$ cat config.mk
export PLATFORM = sky130hd
export DESIGN_NAME = pldc_dma_top
export DESIGN_NICKNAME = d
export VERILOG_FILES = /design/src/core/pldc_pkg.sv /design/src/core/pldc_backoff.sv /design/src/core/pldc_dma_top.sv
export SDC_FILE = /design/constraint.sdc
export NUM_CORES = 1
export LEC_CHECK = 0
export BUFFER_PORTS_ARGS = -buffer_cell sky130_fd_sc_hd__buf_4
export CAP_MARGIN = 15
export CORE_MARGIN = 2
export CORE_UTILIZATION = 55
export CTS_BUF_LIST = sky130_fd_sc_hd__clkbuf_8
export DETAILED_ROUTE_END_ITERATION = 10
export PLACE_DENSITY = 0.92
export SLEW_MARGIN = 15
export SYNTH_ARGS = -nofsm -noshare
export SYNTH_HDL_FRONTEND = slang
export SYNTH_SLANG_ARGS = --single-unit
$ cat constraint.sdc
create_clock -name clk_sys_in -period 7.55 [get_ports clk_sys_in]
set_input_delay 0.3775 -clock clk_sys_in [delete_from_list [all_inputs] [get_ports clk_sys_in]]
set_output_delay 0.3775 -clock clk_sys_in [all_outputs]
set_load 0.1 [all_outputs]
$ cat src/core/pldc_pkg.sv
// package: register map, field layout, states and carriers of the dma channel
package pldc_pkg;

    //////////////////////////////////////////////////////////////////////////
    // register offsets
    localparam logic [11:0] OFF_LOCAL_ADDR = 12'h400;
    localparam logic [11:0] OFF_PCI_ADDR   = 12'h404;
    localparam logic [11:0] OFF_COUNT      = 12'h408;
    localparam logic [11:0] OFF_CTL        = 12'h410;

    //////////////////////////////////////////////////////////////////////////
    // control and count register field positions
    localparam int CTL_TC_LSB     = 28;
    localparam int CTL_DIR_BIT    = 27;
    localparam int CTL_WIDTH_LSB  = 25;
    localparam int CTL_FLIP_BIT   = 24;
    localparam int CTL_THR_LSB    = 20;
    localparam int CTL_BOFF_LSB   = 16;
    localparam int CTL_FULL_BIT   = 15;
    localparam int CTL_BURST_BIT  = 14;
    localparam int CTL_MAXB_BIT   = 9;
    localparam int CTL_SIDE_BIT   = 8;
    localparam int CTL_STOP_BIT   = 7;
    localparam int CTL_HALT_BIT   = 6;
    localparam int CNT_MSB        = 23;

    //////////////////////////////////////////////////////////////////////////
    // reset values and limits
    localparam logic [29:0] ADDR_RST        = 30'h0;
    localparam logic [21:0] COUNT_RST       = 22'h0;
    localparam logic [23:0] MIN_COUNT_BYTES = 24'h000010;
    localparam logic [3:0]  THR_MAX_CODE    = 4'h8;
    localparam logic [9:0]  THR_STEP_BYTES  = 10'h010;
    localparam logic [8:0]  BURST_BYTES_BIG = 9'h100;
    localparam logic [8:0]  BURST_BYTES_SML = 9'h040;
    localparam logic [5:0]  WORDS_BIG_MASK  = 6'h3f;
    localparam logic [5:0]  WORDS_SML_MASK  = 6'h0f;
    localparam logic [10:0] BACKOFF_UNIT    = 11'h040;
    localparam logic [2:0]  BACKOFF_MAXCODE = 3'h5;

    //////////////////////////////////////////////////////////////////////////
    // types
    typedef enum logic [3:0] {
        ST_IDLE  = 4'h1,
        ST_FETCH = 4'h2,
        ST_RUN   = 4'h4,
        ST_HALT  = 4'h8
    } pldc_state_t;

    typedef struct packed {
        logic [3:0] tc;
        logic [1:0] width;
        logic       flip;
        logic [3:0] threshold;
        logic [2:0] backoff;
        logic       full_burst;
        logic       burst_allow;
        logic       max_burst_sel;
        logic       packet_side;
        logic       stop;
    } pldc_ctl_t;

    localparam pldc_ctl_t CTL_RST = '0;

    typedef struct packed {
        logic [29:0] local_addr;
        logic [29:0] pci_addr;
        logic [17:0] count;
        logic [11:0] ctl_hi;
        logic        last;
    } pldc_packet_t;

    typedef struct packed {
        pldc_state_t state;
        logic [29:0] pci_addr;
        logic [29:0] local_addr;
        logic [21:0] count;
        logic [21:0] local_pos;
        pldc_ctl_t   ctl;
        logic        last;
        logic        halted;
        logic        done;
        logic        refused;
        logic        master_ok;
        logic        strap_taken;
        logic [31:0] rdata;
    } pldc_regs_t;

endpackage

$ cat src/core/pldc_backoff.sv
// local bus back-off counter
`timescale 1ns/1ps
`default_nettype none
module pldc_backoff (
    input  wire logic       clk_in,
    input  wire logic       rst_n_in,
    input  wire logic [2:0] code_in,
    input  wire logic       start_in,
    output logic            busy_out
);

    typedef struct packed {
        logic [10:0] cnt;
    } pldc_boff_t;

    pldc_boff_t s_r;
    pldc_boff_t s_nxt;

    // reserved codes give no wait rather than an unbounded one
    function automatic logic [10:0] wait_len(input logic [2:0] code);
        if (code == 3'h0 || code > pldc_pkg::BACKOFF_MAXCODE) begin
            return 11'h000;
        end
        return 11'(pldc_pkg::BACKOFF_UNIT << (code - 3'h1));
    endfunction

    //////////////////////////////////////////////////////////////////////////
    always_comb begin
        s_nxt = s_r;
        if (s_r.cnt != 11'h000) begin
            s_nxt.cnt = s_r.cnt - 11'h001;
        end
        if (start_in) begin
            s_nxt.cnt = wait_len(code_in);
        end
    end

    always_ff @(posedge clk_in or negedge rst_n_in) begin
        if (!rst_n_in) begin
            s_r <= '0;
        end else begin
            s_r <= s_nxt;
        end
    end

    assign busy_out = (s_r.cnt != 11'h000);

endmodule
`default_nettype wire

$ cat src/core/pldc_dma_top.sv
// dma channel address, count and control core
`timescale 1ns/1ps
`default_nettype none
module pldc_dma_top (
    input  wire logic                   clk_sys_in,
    input  wire logic                   reset_n_in,
    input  wire logic                   reg_wr_in,
    input  wire logic                   reg_rd_in,
    input  wire logic [11:0]            reg_addr_in,
    input  wire logic [31:0]            reg_wdata_in,
    output logic      [31:0]            reg_rdata_out,
    input  wire logic                   go_in,
    input  wire logic                   chain_mode_in,
    input  wire logic                   dir_in,
    input  wire logic                   done_clear_in,
    input  wire logic                   burst_strap_in,
    input  wire logic                   local_byte_order_default_in,
    input  wire logic [7:0]             cache_line_size_field_in,
    input  wire logic [9:0]             fifo_bytes_in,
    input  wire logic                   xfer_busy_in,
    input  wire logic                   pci_word_in,
    input  wire logic                   local_word_in,
    input  wire logic                   pkt_valid_in,
    input  wire pldc_pkg::pldc_packet_t pkt_in,
    output logic                        active_out,
    output logic                        done_out,
    output logic                        halted_out,
    output logic                        start_refused_out,
    output logic                        pci_req_out,
    output logic                        local_req_out,
    output logic                        pkt_req_out,
    output logic                        packet_store_side_out,
    output logic      [31:0]            pci_addr_out,
    output logic      [31:0]            local_addr_out,
    output logic                        burst_enable_out,
    output logic                        full_burst_out,
    output logic      [8:0]             burst_limit_bytes_out,
    output logic      [1:0]             local_port_width_out,
    output logic                        byte_order_out,
    output logic      [3:0]             transaction_code_field_out
);

    //////////////////////////////////////////////////////////////////////////
    // reset release
    logic rst_meta_r;
    logic rst_sync_r;

    always_ff @(posedge clk_sys_in or negedge reset_n_in) begin
        if (!reset_n_in) begin
            rst_meta_r <= 1'b0;
            rst_sync_r <= 1'b0;
        end else begin
            rst_meta_r <= 1'b1;
            rst_sync_r <= rst_meta_r;
        end
    end

    //////////////////////////////////////////////////////////////////////////
    // helpers
    pldc_pkg::pldc_regs_t s_r;
    pldc_pkg::pldc_regs_t s_nxt;
    logic                 boff_busy;
    logic                 boff_start;
    logic                 running;
    logic [21:0]          pos_inc;
    logic [9:0]           thr_bytes;

    // keeps the top byte, so addresses never carry out of a 16 MB region
    function automatic logic [29:0] add_wrap24(input logic [29:0] a,
                                               input logic [21:0] inc);
        return {a[29:22], a[21:0] + inc};
    endfunction

    function automatic logic count_too_small(input logic [21:0] cnt);
        return {cnt, 2'b00} < pldc_pkg::MIN_COUNT_BYTES;
    endfunction

    function automatic pldc_pkg::pldc_ctl_t load_hi(
        input pldc_pkg::pldc_ctl_t c, input logic [31:0] w);
        pldc_pkg::pldc_ctl_t r;
        r           = c;
        r.tc        = w[pldc_pkg::CTL_TC_LSB +: 4];
        r.width     = w[pldc_pkg::CTL_WIDTH_LSB +: 2];
        r.flip      = w[pldc_pkg::CTL_FLIP_BIT];
        r.threshold = w[pldc_pkg::CTL_THR_LSB +: 4];
        return r;
    endfunction

    assign running  = (s_r.state == pldc_pkg::ST_RUN);
    assign pos_inc  = s_r.local_pos + 22'h000001;
    assign boff_start = running && local_word_in &&
        ((pos_inc[5:0] & (s_r.ctl.max_burst_sel ? pldc_pkg::WORDS_SML_MASK
                                                : pldc_pkg::WORDS_BIG_MASK))
         == 6'h00);

    // threshold, codes above eight clamp to 128 bytes
    always_comb begin
        if (s_r.ctl.threshold == 4'h0) begin
            thr_bytes = {cache_line_size_field_in, 2'b00};
        end else if (s_r.ctl.threshold > pldc_pkg::THR_MAX_CODE) begin
            thr_bytes = 10'(pldc_pkg::THR_MAX_CODE) *
                        pldc_pkg::THR_STEP_BYTES;
        end else begin
            thr_bytes = 10'(s_r.ctl.threshold) * pldc_pkg::THR_STEP_BYTES;
        end
    end

    //////////////////////////////////////////////////////////////////////////
    // next state
    always_comb begin
        s_nxt         = s_r;
        s_nxt.refused = 1'b0;
        if (!s_r.strap_taken) begin
            s_nxt.strap_taken = 1'b1;
            s_nxt.master_ok   = burst_strap_in;
        end
        if (reg_rd_in) begin
            unique case (reg_addr_in)
                pldc_pkg::OFF_LOCAL_ADDR: s_nxt.rdata = {s_r.local_addr, 2'b00};
                pldc_pkg::OFF_PCI_ADDR: s_nxt.rdata = {s_r.pci_addr, 2'b00};
                pldc_pkg::OFF_COUNT: s_nxt.rdata = {8'h00, s_r.count, 2'b00};
                pldc_pkg::OFF_CTL: begin
                    s_nxt.rdata = 32'h0;
                    s_nxt.rdata[pldc_pkg::CTL_TC_LSB +: 4] = s_r.ctl.tc;
                    s_nxt.rdata[pldc_pkg::CTL_DIR_BIT] = dir_in;
                    s_nxt.rdata[pldc_pkg::CTL_WIDTH_LSB +: 2] = s_r.ctl.width;
                    s_nxt.rdata[pldc_pkg::CTL_FLIP_BIT] = s_r.ctl.flip;
                    s_nxt.rdata[pldc_pkg::CTL_THR_LSB +: 4] = s_r.ctl.threshold;
                    s_nxt.rdata[pldc_pkg::CTL_BOFF_LSB +: 3] = s_r.ctl.backoff;
                    s_nxt.rdata[pldc_pkg::CTL_FULL_BIT] = s_r.ctl.full_burst;
                    s_nxt.rdata[pldc_pkg::CTL_BURST_BIT] = s_r.ctl.burst_allow;
                    s_nxt.rdata[pldc_pkg::CTL_MAXB_BIT] = s_r.ctl.max_burst_sel;
                    s_nxt.rdata[pldc_pkg::CTL_SIDE_BIT] = s_r.ctl.packet_side;
                    s_nxt.rdata[pldc_pkg::CTL_STOP_BIT] = s_r.ctl.stop;
                    s_nxt.rdata[pldc_pkg::CTL_HALT_BIT] = s_r.halted;
                end
                default: s_nxt.rdata = 32'h0;
            endcase
        end
        if (done_clear_in) begin
            s_nxt.done = 1'b0;
        end
        unique case (s_r.state)
            pldc_pkg::ST_IDLE: begin
                if (go_in) begin
                    if (chain_mode_in) begin
                        s_nxt.state = pldc_pkg::ST_FETCH;
                    end else if (count_too_small(s_r.count)) begin
                        s_nxt.refused = 1'b1;
                    end else begin
                        s_nxt.state     = pldc_pkg::ST_RUN;
                        s_nxt.last      = 1'b1;
                        s_nxt.local_pos = 22'h0;
                    end
                end
            end
            pldc_pkg::ST_FETCH: begin
                if (pkt_valid_in) begin
                    s_nxt.local_addr = pkt_in.local_addr;
                    s_nxt.pci_addr   = pkt_in.pci_addr;
                    s_nxt.count      = {4'h0, pkt_in.count};
                    s_nxt.ctl        = load_hi(s_r.ctl, {pkt_in.ctl_hi, 20'h0});
                    s_nxt.last       = pkt_in.last;
                    s_nxt.local_pos  = 22'h0;
                    if (count_too_small({4'h0, pkt_in.count})) begin
                        s_nxt.state   = pldc_pkg::ST_IDLE;
                        s_nxt.refused = 1'b1;
                    end else begin
                        s_nxt.state = pldc_pkg::ST_RUN;
                    end
                end
            end
            pldc_pkg::ST_RUN: begin
                if (local_word_in) begin
                    s_nxt.local_pos = pos_inc;
                end
                if (pci_word_in) begin
                    s_nxt.pci_addr = add_wrap24(s_r.pci_addr, 22'h000001);
                    s_nxt.count = s_r.count - 22'h000001;
                end
                if (pci_word_in && s_r.count == 22'h000001) begin
                    if (chain_mode_in && !s_r.last) begin
                        s_nxt.state = pldc_pkg::ST_FETCH;
                    end else begin
                        s_nxt.state = pldc_pkg::ST_IDLE;
                        s_nxt.done  = 1'b1;
                    end
                // stop once the bus transfer ends
                end else if (s_r.ctl.stop && !xfer_busy_in) begin
                    s_nxt.state  = pldc_pkg::ST_HALT;
                    s_nxt.halted = 1'b1;
                end
            end
            pldc_pkg::ST_HALT: begin
                if (!s_r.ctl.stop) begin
                    s_nxt.state  = pldc_pkg::ST_RUN;
                    s_nxt.halted = 1'b0;
                end
            end
        endcase
        // either bus writes, software over hardware
        if (reg_wr_in) begin
            unique case (reg_addr_in)
                pldc_pkg::OFF_LOCAL_ADDR: s_nxt.local_addr = reg_wdata_in[31:2];
                pldc_pkg::OFF_PCI_ADDR:   s_nxt.pci_addr = reg_wdata_in[31:2];
                pldc_pkg::OFF_COUNT:
                    s_nxt.count = reg_wdata_in[pldc_pkg::CNT_MSB:2];
                pldc_pkg::OFF_CTL: begin
                    s_nxt.ctl = load_hi(s_r.ctl, reg_wdata_in);
                    s_nxt.ctl.backoff =
                        reg_wdata_in[pldc_pkg::CTL_BOFF_LSB +: 3];
                    s_nxt.ctl.full_burst =
                        reg_wdata_in[pldc_pkg::CTL_FULL_BIT];
                    s_nxt.ctl.burst_allow =
                        reg_wdata_in[pldc_pkg::CTL_BURST_BIT];
                    s_nxt.ctl.max_burst_sel =
                        reg_wdata_in[pldc_pkg::CTL_MAXB_BIT];
                    s_nxt.ctl.packet_side =
                        reg_wdata_in[pldc_pkg::CTL_SIDE_BIT];
                    s_nxt.ctl.stop = reg_wdata_in[pldc_pkg::CTL_STOP_BIT];
                end
                default: ;
            endcase
        end
    end

    always_ff @(posedge clk_sys_in or negedge rst_sync_r) begin
        if (!rst_sync_r) begin
            s_r            <= '0;
            s_r.state      <= pldc_pkg::ST_IDLE;
            s_r.pci_addr   <= pldc_pkg::ADDR_RST;
            s_r.local_addr <= pldc_pkg::ADDR_RST;
            s_r.count      <= pldc_pkg::COUNT_RST;
            s_r.ctl        <= pldc_pkg::CTL_RST;
        end else begin
            s_r <= s_nxt;
        end
    end

    //////////////////////////////////////////////////////////////////////////
    // back-off wait
    pldc_backoff u_backoff (
        .clk_in   (clk_sys_in),
        .rst_n_in (rst_sync_r),
        .code_in  (s_r.ctl.backoff),
        .start_in (boff_start),
        .busy_out (boff_busy)
    );

    //////////////////////////////////////////////////////////////////////////
    // outputs
    assign reg_rdata_out     = s_r.rdata;
    assign active_out        = (s_r.state != pldc_pkg::ST_IDLE);
    assign done_out          = s_r.done;
    assign halted_out        = s_r.halted;
    assign start_refused_out = s_r.refused;
    assign pci_req_out = running && !s_r.ctl.stop && fifo_bytes_in >= thr_bytes;
    assign local_req_out = running && !s_r.ctl.stop && !boff_busy;
    assign pkt_req_out           = (s_r.state == pldc_pkg::ST_FETCH);
    assign packet_store_side_out = s_r.ctl.packet_side;
    assign pci_addr_out = {s_r.pci_addr, 2'b00};
    // local address walks without touching the register
    assign local_addr_out = {add_wrap24(s_r.local_addr, s_r.local_pos), 2'b00};
    assign burst_enable_out = s_r.ctl.burst_allow && s_r.master_ok;
    assign full_burst_out = s_r.ctl.full_burst;
    assign burst_limit_bytes_out = s_r.ctl.max_burst_sel ?
        pldc_pkg::BURST_BYTES_SML : pldc_pkg::BURST_BYTES_BIG;
    // port width code passes straight out
    assign local_port_width_out = s_r.ctl.width;
    assign byte_order_out = local_byte_order_default_in ^ s_r.ctl.flip;
    assign transaction_code_field_out = active_out ? s_r.ctl.tc : 4'h0;
endmodule
`default_nettype wire

### Yosys cells after proc, flatten, opt, wreduce, memory -nomap -nowiden

Cells that the tools add are included.

| storage, ports and cells | value |
|---|---|
| memory bits (read-only) | 0 |
| logic and storage cells | 142 |
| memory bits (writable) | 0 |
| latch bits | 0 |
| bits in registers | 178 |
| memories kept | 0 |
| input port bits | 167 |

| operators by class | value |
|---|---|
| divide/modulo/power cells | 0 |
| $lt $le $gt $ge | 5 |
| reductions and logical operators | 26 |
| shift operators | 1 |
| bitwise gates (word level) | 2 |
| eq/ne operators | 20 |
| multipliers | 0 |
| add/subtract/negate cells | 6 |
| muxes and demuxes | 57 |

Operator list:

| kind | number |
|---|---|
| $mux 22 | 7 |
| $mux 128 | 1 |
| $pmux 32 s4 | 1 |
| $mux 30 | 3 |
| $mux 82 | 1 |
| $pmux 22 s3 | 1 |
| $pmux 30 s2 | 1 |
| $mux 19 | 3 |
| $eq 12x11->1 const B | 4 |
| $add 22x1->22 const B | 2 |
| $mux 11 | 4 |
| $pmux 22 s2 | 1 |
| $mux 4 | 7 |
| $lt 24x5->1 const B | 1 |
| $add 22x22->22 | 1 |
| $eq 22x1->1 const B | 1 |
| $sub 22x1->22 const B | 1 |
| $lt 20x5->1 const B | 1 |
| $mux 1 | 17 |
| $pmux 4 s4 | 1 |
| $ne 2x2->1 const B | 7 |
| $reduce_bool 11->1 | 1 |
| $shl 7x3->11 const A | 1 |
| $sub 11x1->11 const B | 1 |
| other kinds (32) | 48 |

### Longest topological paths before layout

| depth | value |
|---|---|
| depth after elaboration | 7 |
| gate-level depth with buffers | 10 |
| mapped depth without buffers | 10 |

### By module

From an unflattened synthesis, not the netlist that was laid out.

| second synthesis, totals | value |
|---|---|
| cells, all modules | 1392 |
| area total of the unflattened synthesis | 11752.5 um^2 |

Modules (own cells, without submodules):

| module | area an instance (um^2) | cells an instance | seq. area each (um^2) | instances |
|---|---|---|---|---|
| pldc_dma_top | 11076.9 | 1318 | 4130.2 | 1 |
| pldc_backoff | 675.6 | 74 | 275.3 | 1 |

### Least setup slack after synthesis

No wires, ideal clock.

| timing path | value |
|---|---|
| path kind | register to output |
| start | register s_r[49] (netlist name) |
| end | output pci_req_out |
| arrival time | 4.779 ns |
| cell stages (with the launch flop) | 11 |
| required time | 7.173 ns |
| path slack | 2.393 ns |
| cells stage by stage | dfrtp_1 -> nor4_1 -> and2_1 -> ha_1 -> inv_1 -> o31ai_1 -> a21o_1 -> a211oi_1 -> o21ai_0 -> a211oi_1 -> nor4_1 |

| between the ends | value |
|---|---|
| cells in the longest elaborated chain, start to end | 5 |
| elaborated cells on any way between the ends | 6 |
| classes of those cells | order compare: 2; mux: 2; reduce/logical: 2 |

RTL lines:

| item | line | RTL |
|---|---|---|
| from (decl) | pldc_dma_top.sv:60 | `pldc_pkg::pldc_regs_t s_r;` |
| from (signal assigned) | pldc_dma_top.sv:236 | `s_r <= s_nxt;` |
| $gt 4x4->1 | pldc_dma_top.sv:100 | `end else if (s_r.ctl.threshold > pldc_pkg::THR_MAX_CODE) begin` |
| $mux 8 | pldc_dma_top.sv:100 |  |
| $mux 10 * | pldc_dma_top.sv:98 | `if (s_r.ctl.threshold == 4'h0) begin` |
| $ge 10x10->1 * | pldc_dma_top.sv:257 | `assign pci_req_out = running && !s_r.ctl.stop && fifo_bytes_in >= thr_bytes;` |
| $logic_and 1x1->1 * | pldc_dma_top.sv:257 |  |
| to (decl) | pldc_dma_top.sv:29 | `output logic pci_req_out,` |

Mark *: on every way between the ends. The rest lies on a longest branch, timed or not.

### Final worst setup path

| timing path | value |
|---|---|
| start | register s_r[57] (netlist name) |
| end | output local_addr_out[22] |

| between the ends | value |
|---|---|
| cells in the longest elaborated chain, start to end | 1 |

RTL lines:

| item | line | RTL |
|---|---|---|
| $add 22x22->22 | pldc_dma_top.sv:71 | `return {a[29:22], a[21:0] + inc};` |
| to (decl) | pldc_dma_top.sv:34 | `output logic [31:0] local_addr_out,` |

No other way between the ends.

==> flow_summary.yaml <==
drt:
  wirelength_mm: 37.1
  met2_length_mm: 16.3
  drcViolationCount: 0
  initialDrtViolationCount: 1463
  routedWlPerCell_um: 19.8
  routed.top_layer: "met4"
  final_antenna_net_count: 0
  viasPerCell: 6.22
  wl_met3_mm: 4.56
  wirelength_met1_mm: 14.7
  dr_total_vias: 11623
  drtPass1Iterations: 8
floorplanning:
  die_width_um: 149
  core_mm2: 0.0208
  io-pin-count: 289
  dieArea_mm2: 0.0222
  initial_core_util_pct: 55.6
  rows: 53
  die_height_um: 149
critical_path:
  r2r_end: "u_backoff.s_r[6]"
  rrSetupSlack_ns: 4.61
  critPathRequiredTime_ns: 7.17
  worst-endpoint-arrival_ns: 3.73
  rr_startpoint: "s_r[162]"
  ff2ff_path_depth: 7
  critical_path_class: "reg2out"
  cp-end-kind: "output port"
  cp-start-kind: "flop"
  cp_max_fo: 7
yosys:
  synthTopCellsByArea: "dfrtp_1, nor2_1, nand2_1"
  netlist.area_leader.share_pct: 37.8
  yosys_most_used_dff: "dfrtp_1"
  async_reset_ff_share_pct: 100
  ys_seq_elements: 176
  ys_warn_count: 0
  synth_edf_count: 0
  syn_inst: 1425
  synth_top_area_cell: "dfrtp_1"
  yosysUniqueCellTypes: 67
  seq_area_frac_synth_pct: 38.0
  syn_area_mm2: 0.0116
  synth_area_per_cell_um2: 8.13
sta:
  grt_setup_unrepaired: "false"
  worst-slew-pin-transition_ns: 1.09
  finalCriticalPeriod_ns: 4.11
  slew_violations: 0
  finalSetupViolCount: 0
  setup_tns_ns: 0
  skew_ns: 0.0198
  hold_viol_final: 0
  fmax_mhz: 244
  fin_ws_ns: 3.44
  slew_headroom_pct: 26.8
  finalCritPeriodShare_pct: 54.4
cts:
  cts_tree: "done"
  cts_resized: 0
  cts-root-buf: "clkbuf_8"
  clkTransAtPathRegs_ns: 0.10
  htree_levels: 4
  numCtsBuffers: 17
  clock-sinks: 176
  clock_latency_ns: 0.49
  ctsLongestPathBuffers: 2
cells_and_area:
  regArea_mm2: 0.00441
  drive_gt1_share_pct: 21.6
  stdcell_count: 1869
  finalNetCount: 1784
  n_fill_cell: 1712
  area_delta_synth_final_pct: 17.0
  diodes: 0
  multi_input_area_mm2: 0.00618
  design_area_mm2: 0.0135
pwr:
  p_leak_uw: 0.00635
  ir_worst_vdd_uv: 609
  p_total_uw: 5990
  pwr_density_cell_mw_per_mm2: 442
placed_design:
  place_inst: 1836
  gp_congestion: 0.971
  place_area_mm2: 0.0132
  numPortBuffers: 272
  hpwl_mm: 27.7
  pre_cts_ws_ns: 3.79
hold_path:
  hold_end: "done_out"
  whs_path_depth: 2
  worst_hold_startpoint: "done_clear_in"
  hold_class: "in2reg"
run_status:
  status: "finished clean"
global_routing:
  grt_overflow: 0
  grt_pass1_wl_mm: 56.9
  grt_pass1_vias: 10629
  grt_antenna_before_repair: 0
  track_usage_pct: 32.8
  grt_max_degree: 76
flow_run:
  cap_viol_max_count: 0
-- per-stage QoR --
step / util [%] / hold WS, ns
after CTS: 65.0 / 0.0849
after floorplan: - / 0.0819
after detailed placement: 63.3 / 0.162
final: 65.1 / 0.0983
after global routing: 65.1 / 0.0972
after global placement: 63.3 / 0.160
-- power by group --
| part | switching (uW) | total [uW] | internal [uW] |
|---|---|---|---|
| registers | 338 | 1520 | 1180 |
| logic | 2870 | 3870 | 995 |
| clock network | 374 | 604 | 230 |
-- synth_stat cells, types with 32 or more instances --
library cell / count
nor2_1: 206
nand2_1: 179
dfrtp_1: 175
o21ai_0: 94
a21oi_1: 92
buf_4: 84
a31oi_1: 70
clkbuf_1: 63
nor3_1: 50
mux2i_1: 37
nand3_1: 37
ha_1: 35
inv_1: 32
-- timing repair --
action / 4_1_cts / 5_1_grt
hold buffers: 1 / 0
endpoints found under the hold margin: 2 / 0
buffers inserted: 0 / 0
-- state kept, by name, summed over array words and instances, names as in the netlist --
signal and count:
reg_rdata_out 30, s_r 88, local_port_width_out 2, local_addr_out 8
pci_addr_out 30, start_refused_out 1, rst_meta_r 1, u_backoff.s_r 11
full_burst_out 1, halted_out 1, rst_sync_r 1, packet_store_side_out 1
done_out 1
-- cell usage in the layout (no fill, tap or decap), drive strengths merged, types with 5 or more instances in the layout --
master,n
nand3,37
nor2b,5
mux2i,37
and3,9
nor3,51
buf,284
a31oi,70
dfrtp,175
and4,5
ha,35
xnor2,29
o21ai,94
nor4,17
inv,35
nand3b,6
o21a,5
conb,15
nand2,179
clkinv,10
a221oi,26
nand2b,9
a211oi,8
nand4,9
clkbuf,17
or3,5
mux2,10
nor2,206
a21o,14
o22ai,6
a21oi,92
a22oi,13
and2,11
xor2,17
or2,6
-- metal layers --
layer | up-vias | GRT usage, %
met3 | 118 | 6.73
met4 | 0 | 13.1
met2 | 838 | 48.7
met1 | 5405 | 47.0
met5 | - | 0
li1 | 5262 | -
-- worst max-delay path, stage by stage (launching register included) --
cell	delay, ns
dfrtp_1	0.45
ha_1	0.27
inv_1	0.08
fa_1	0.19
nand2b_1	0.14
a21oi_1	0.12
o311a_1	0.48
a2111oi_4	0.43
nor3_1	0.12
or2_2	0.31
o311ai_1	0.29
buf_4	0.34
-- kinds of logic (layout without fill, tap and decap cells) --
logic type / Yosys count / after routing / synth area share [%]
buffers and inverters: 193 / 349 / 9.15
xor gates and xnor gates: 46 / 46 / 3.48
muxes: 47 / 47 / 4.17
and+or+nand+nor: 569 / 569 / 22.2
adders and majority gates: 36 / 36 / 3.95
AOI/OAI and AO/OA: 356 / 356 / 19.0
DFF: 176 / 176 / 38.0
other: 2 / 15 / 0.0648
-- cell type report --
type | instances | area share, %
clock buffers | 17 | 1.73
clock inverters | 15 | 0.840
inverters | 32 | 0.887
multi-input cells | 1069 | 45.6
flip-flops and latches | 176 | 32.5
well taps | 275 | 2.54
repair buffers | 285 | 15.8
-- how the worst max path moves through the flow --
| stage | from | endpoint | slack, ns |
|---|---|---|---|
| after floorplan | rst_sync_r | done_out | 2.28 |
| after detailed placement | reg_addr_in[7] | pci_addr_out[27] | 3.79 |
| after CTS | s_r[57] | local_addr_out[22] | 3.46 |
| after global routing | s_r[57] | local_addr_out[22] | 3.23 |
| final | s_r[57] | local_addr_out[22] | 3.44 |
| after global placement | reg_addr_in[7] | pci_addr_out[13] | 3.94 |
Power figures use the tool's default switching activity.
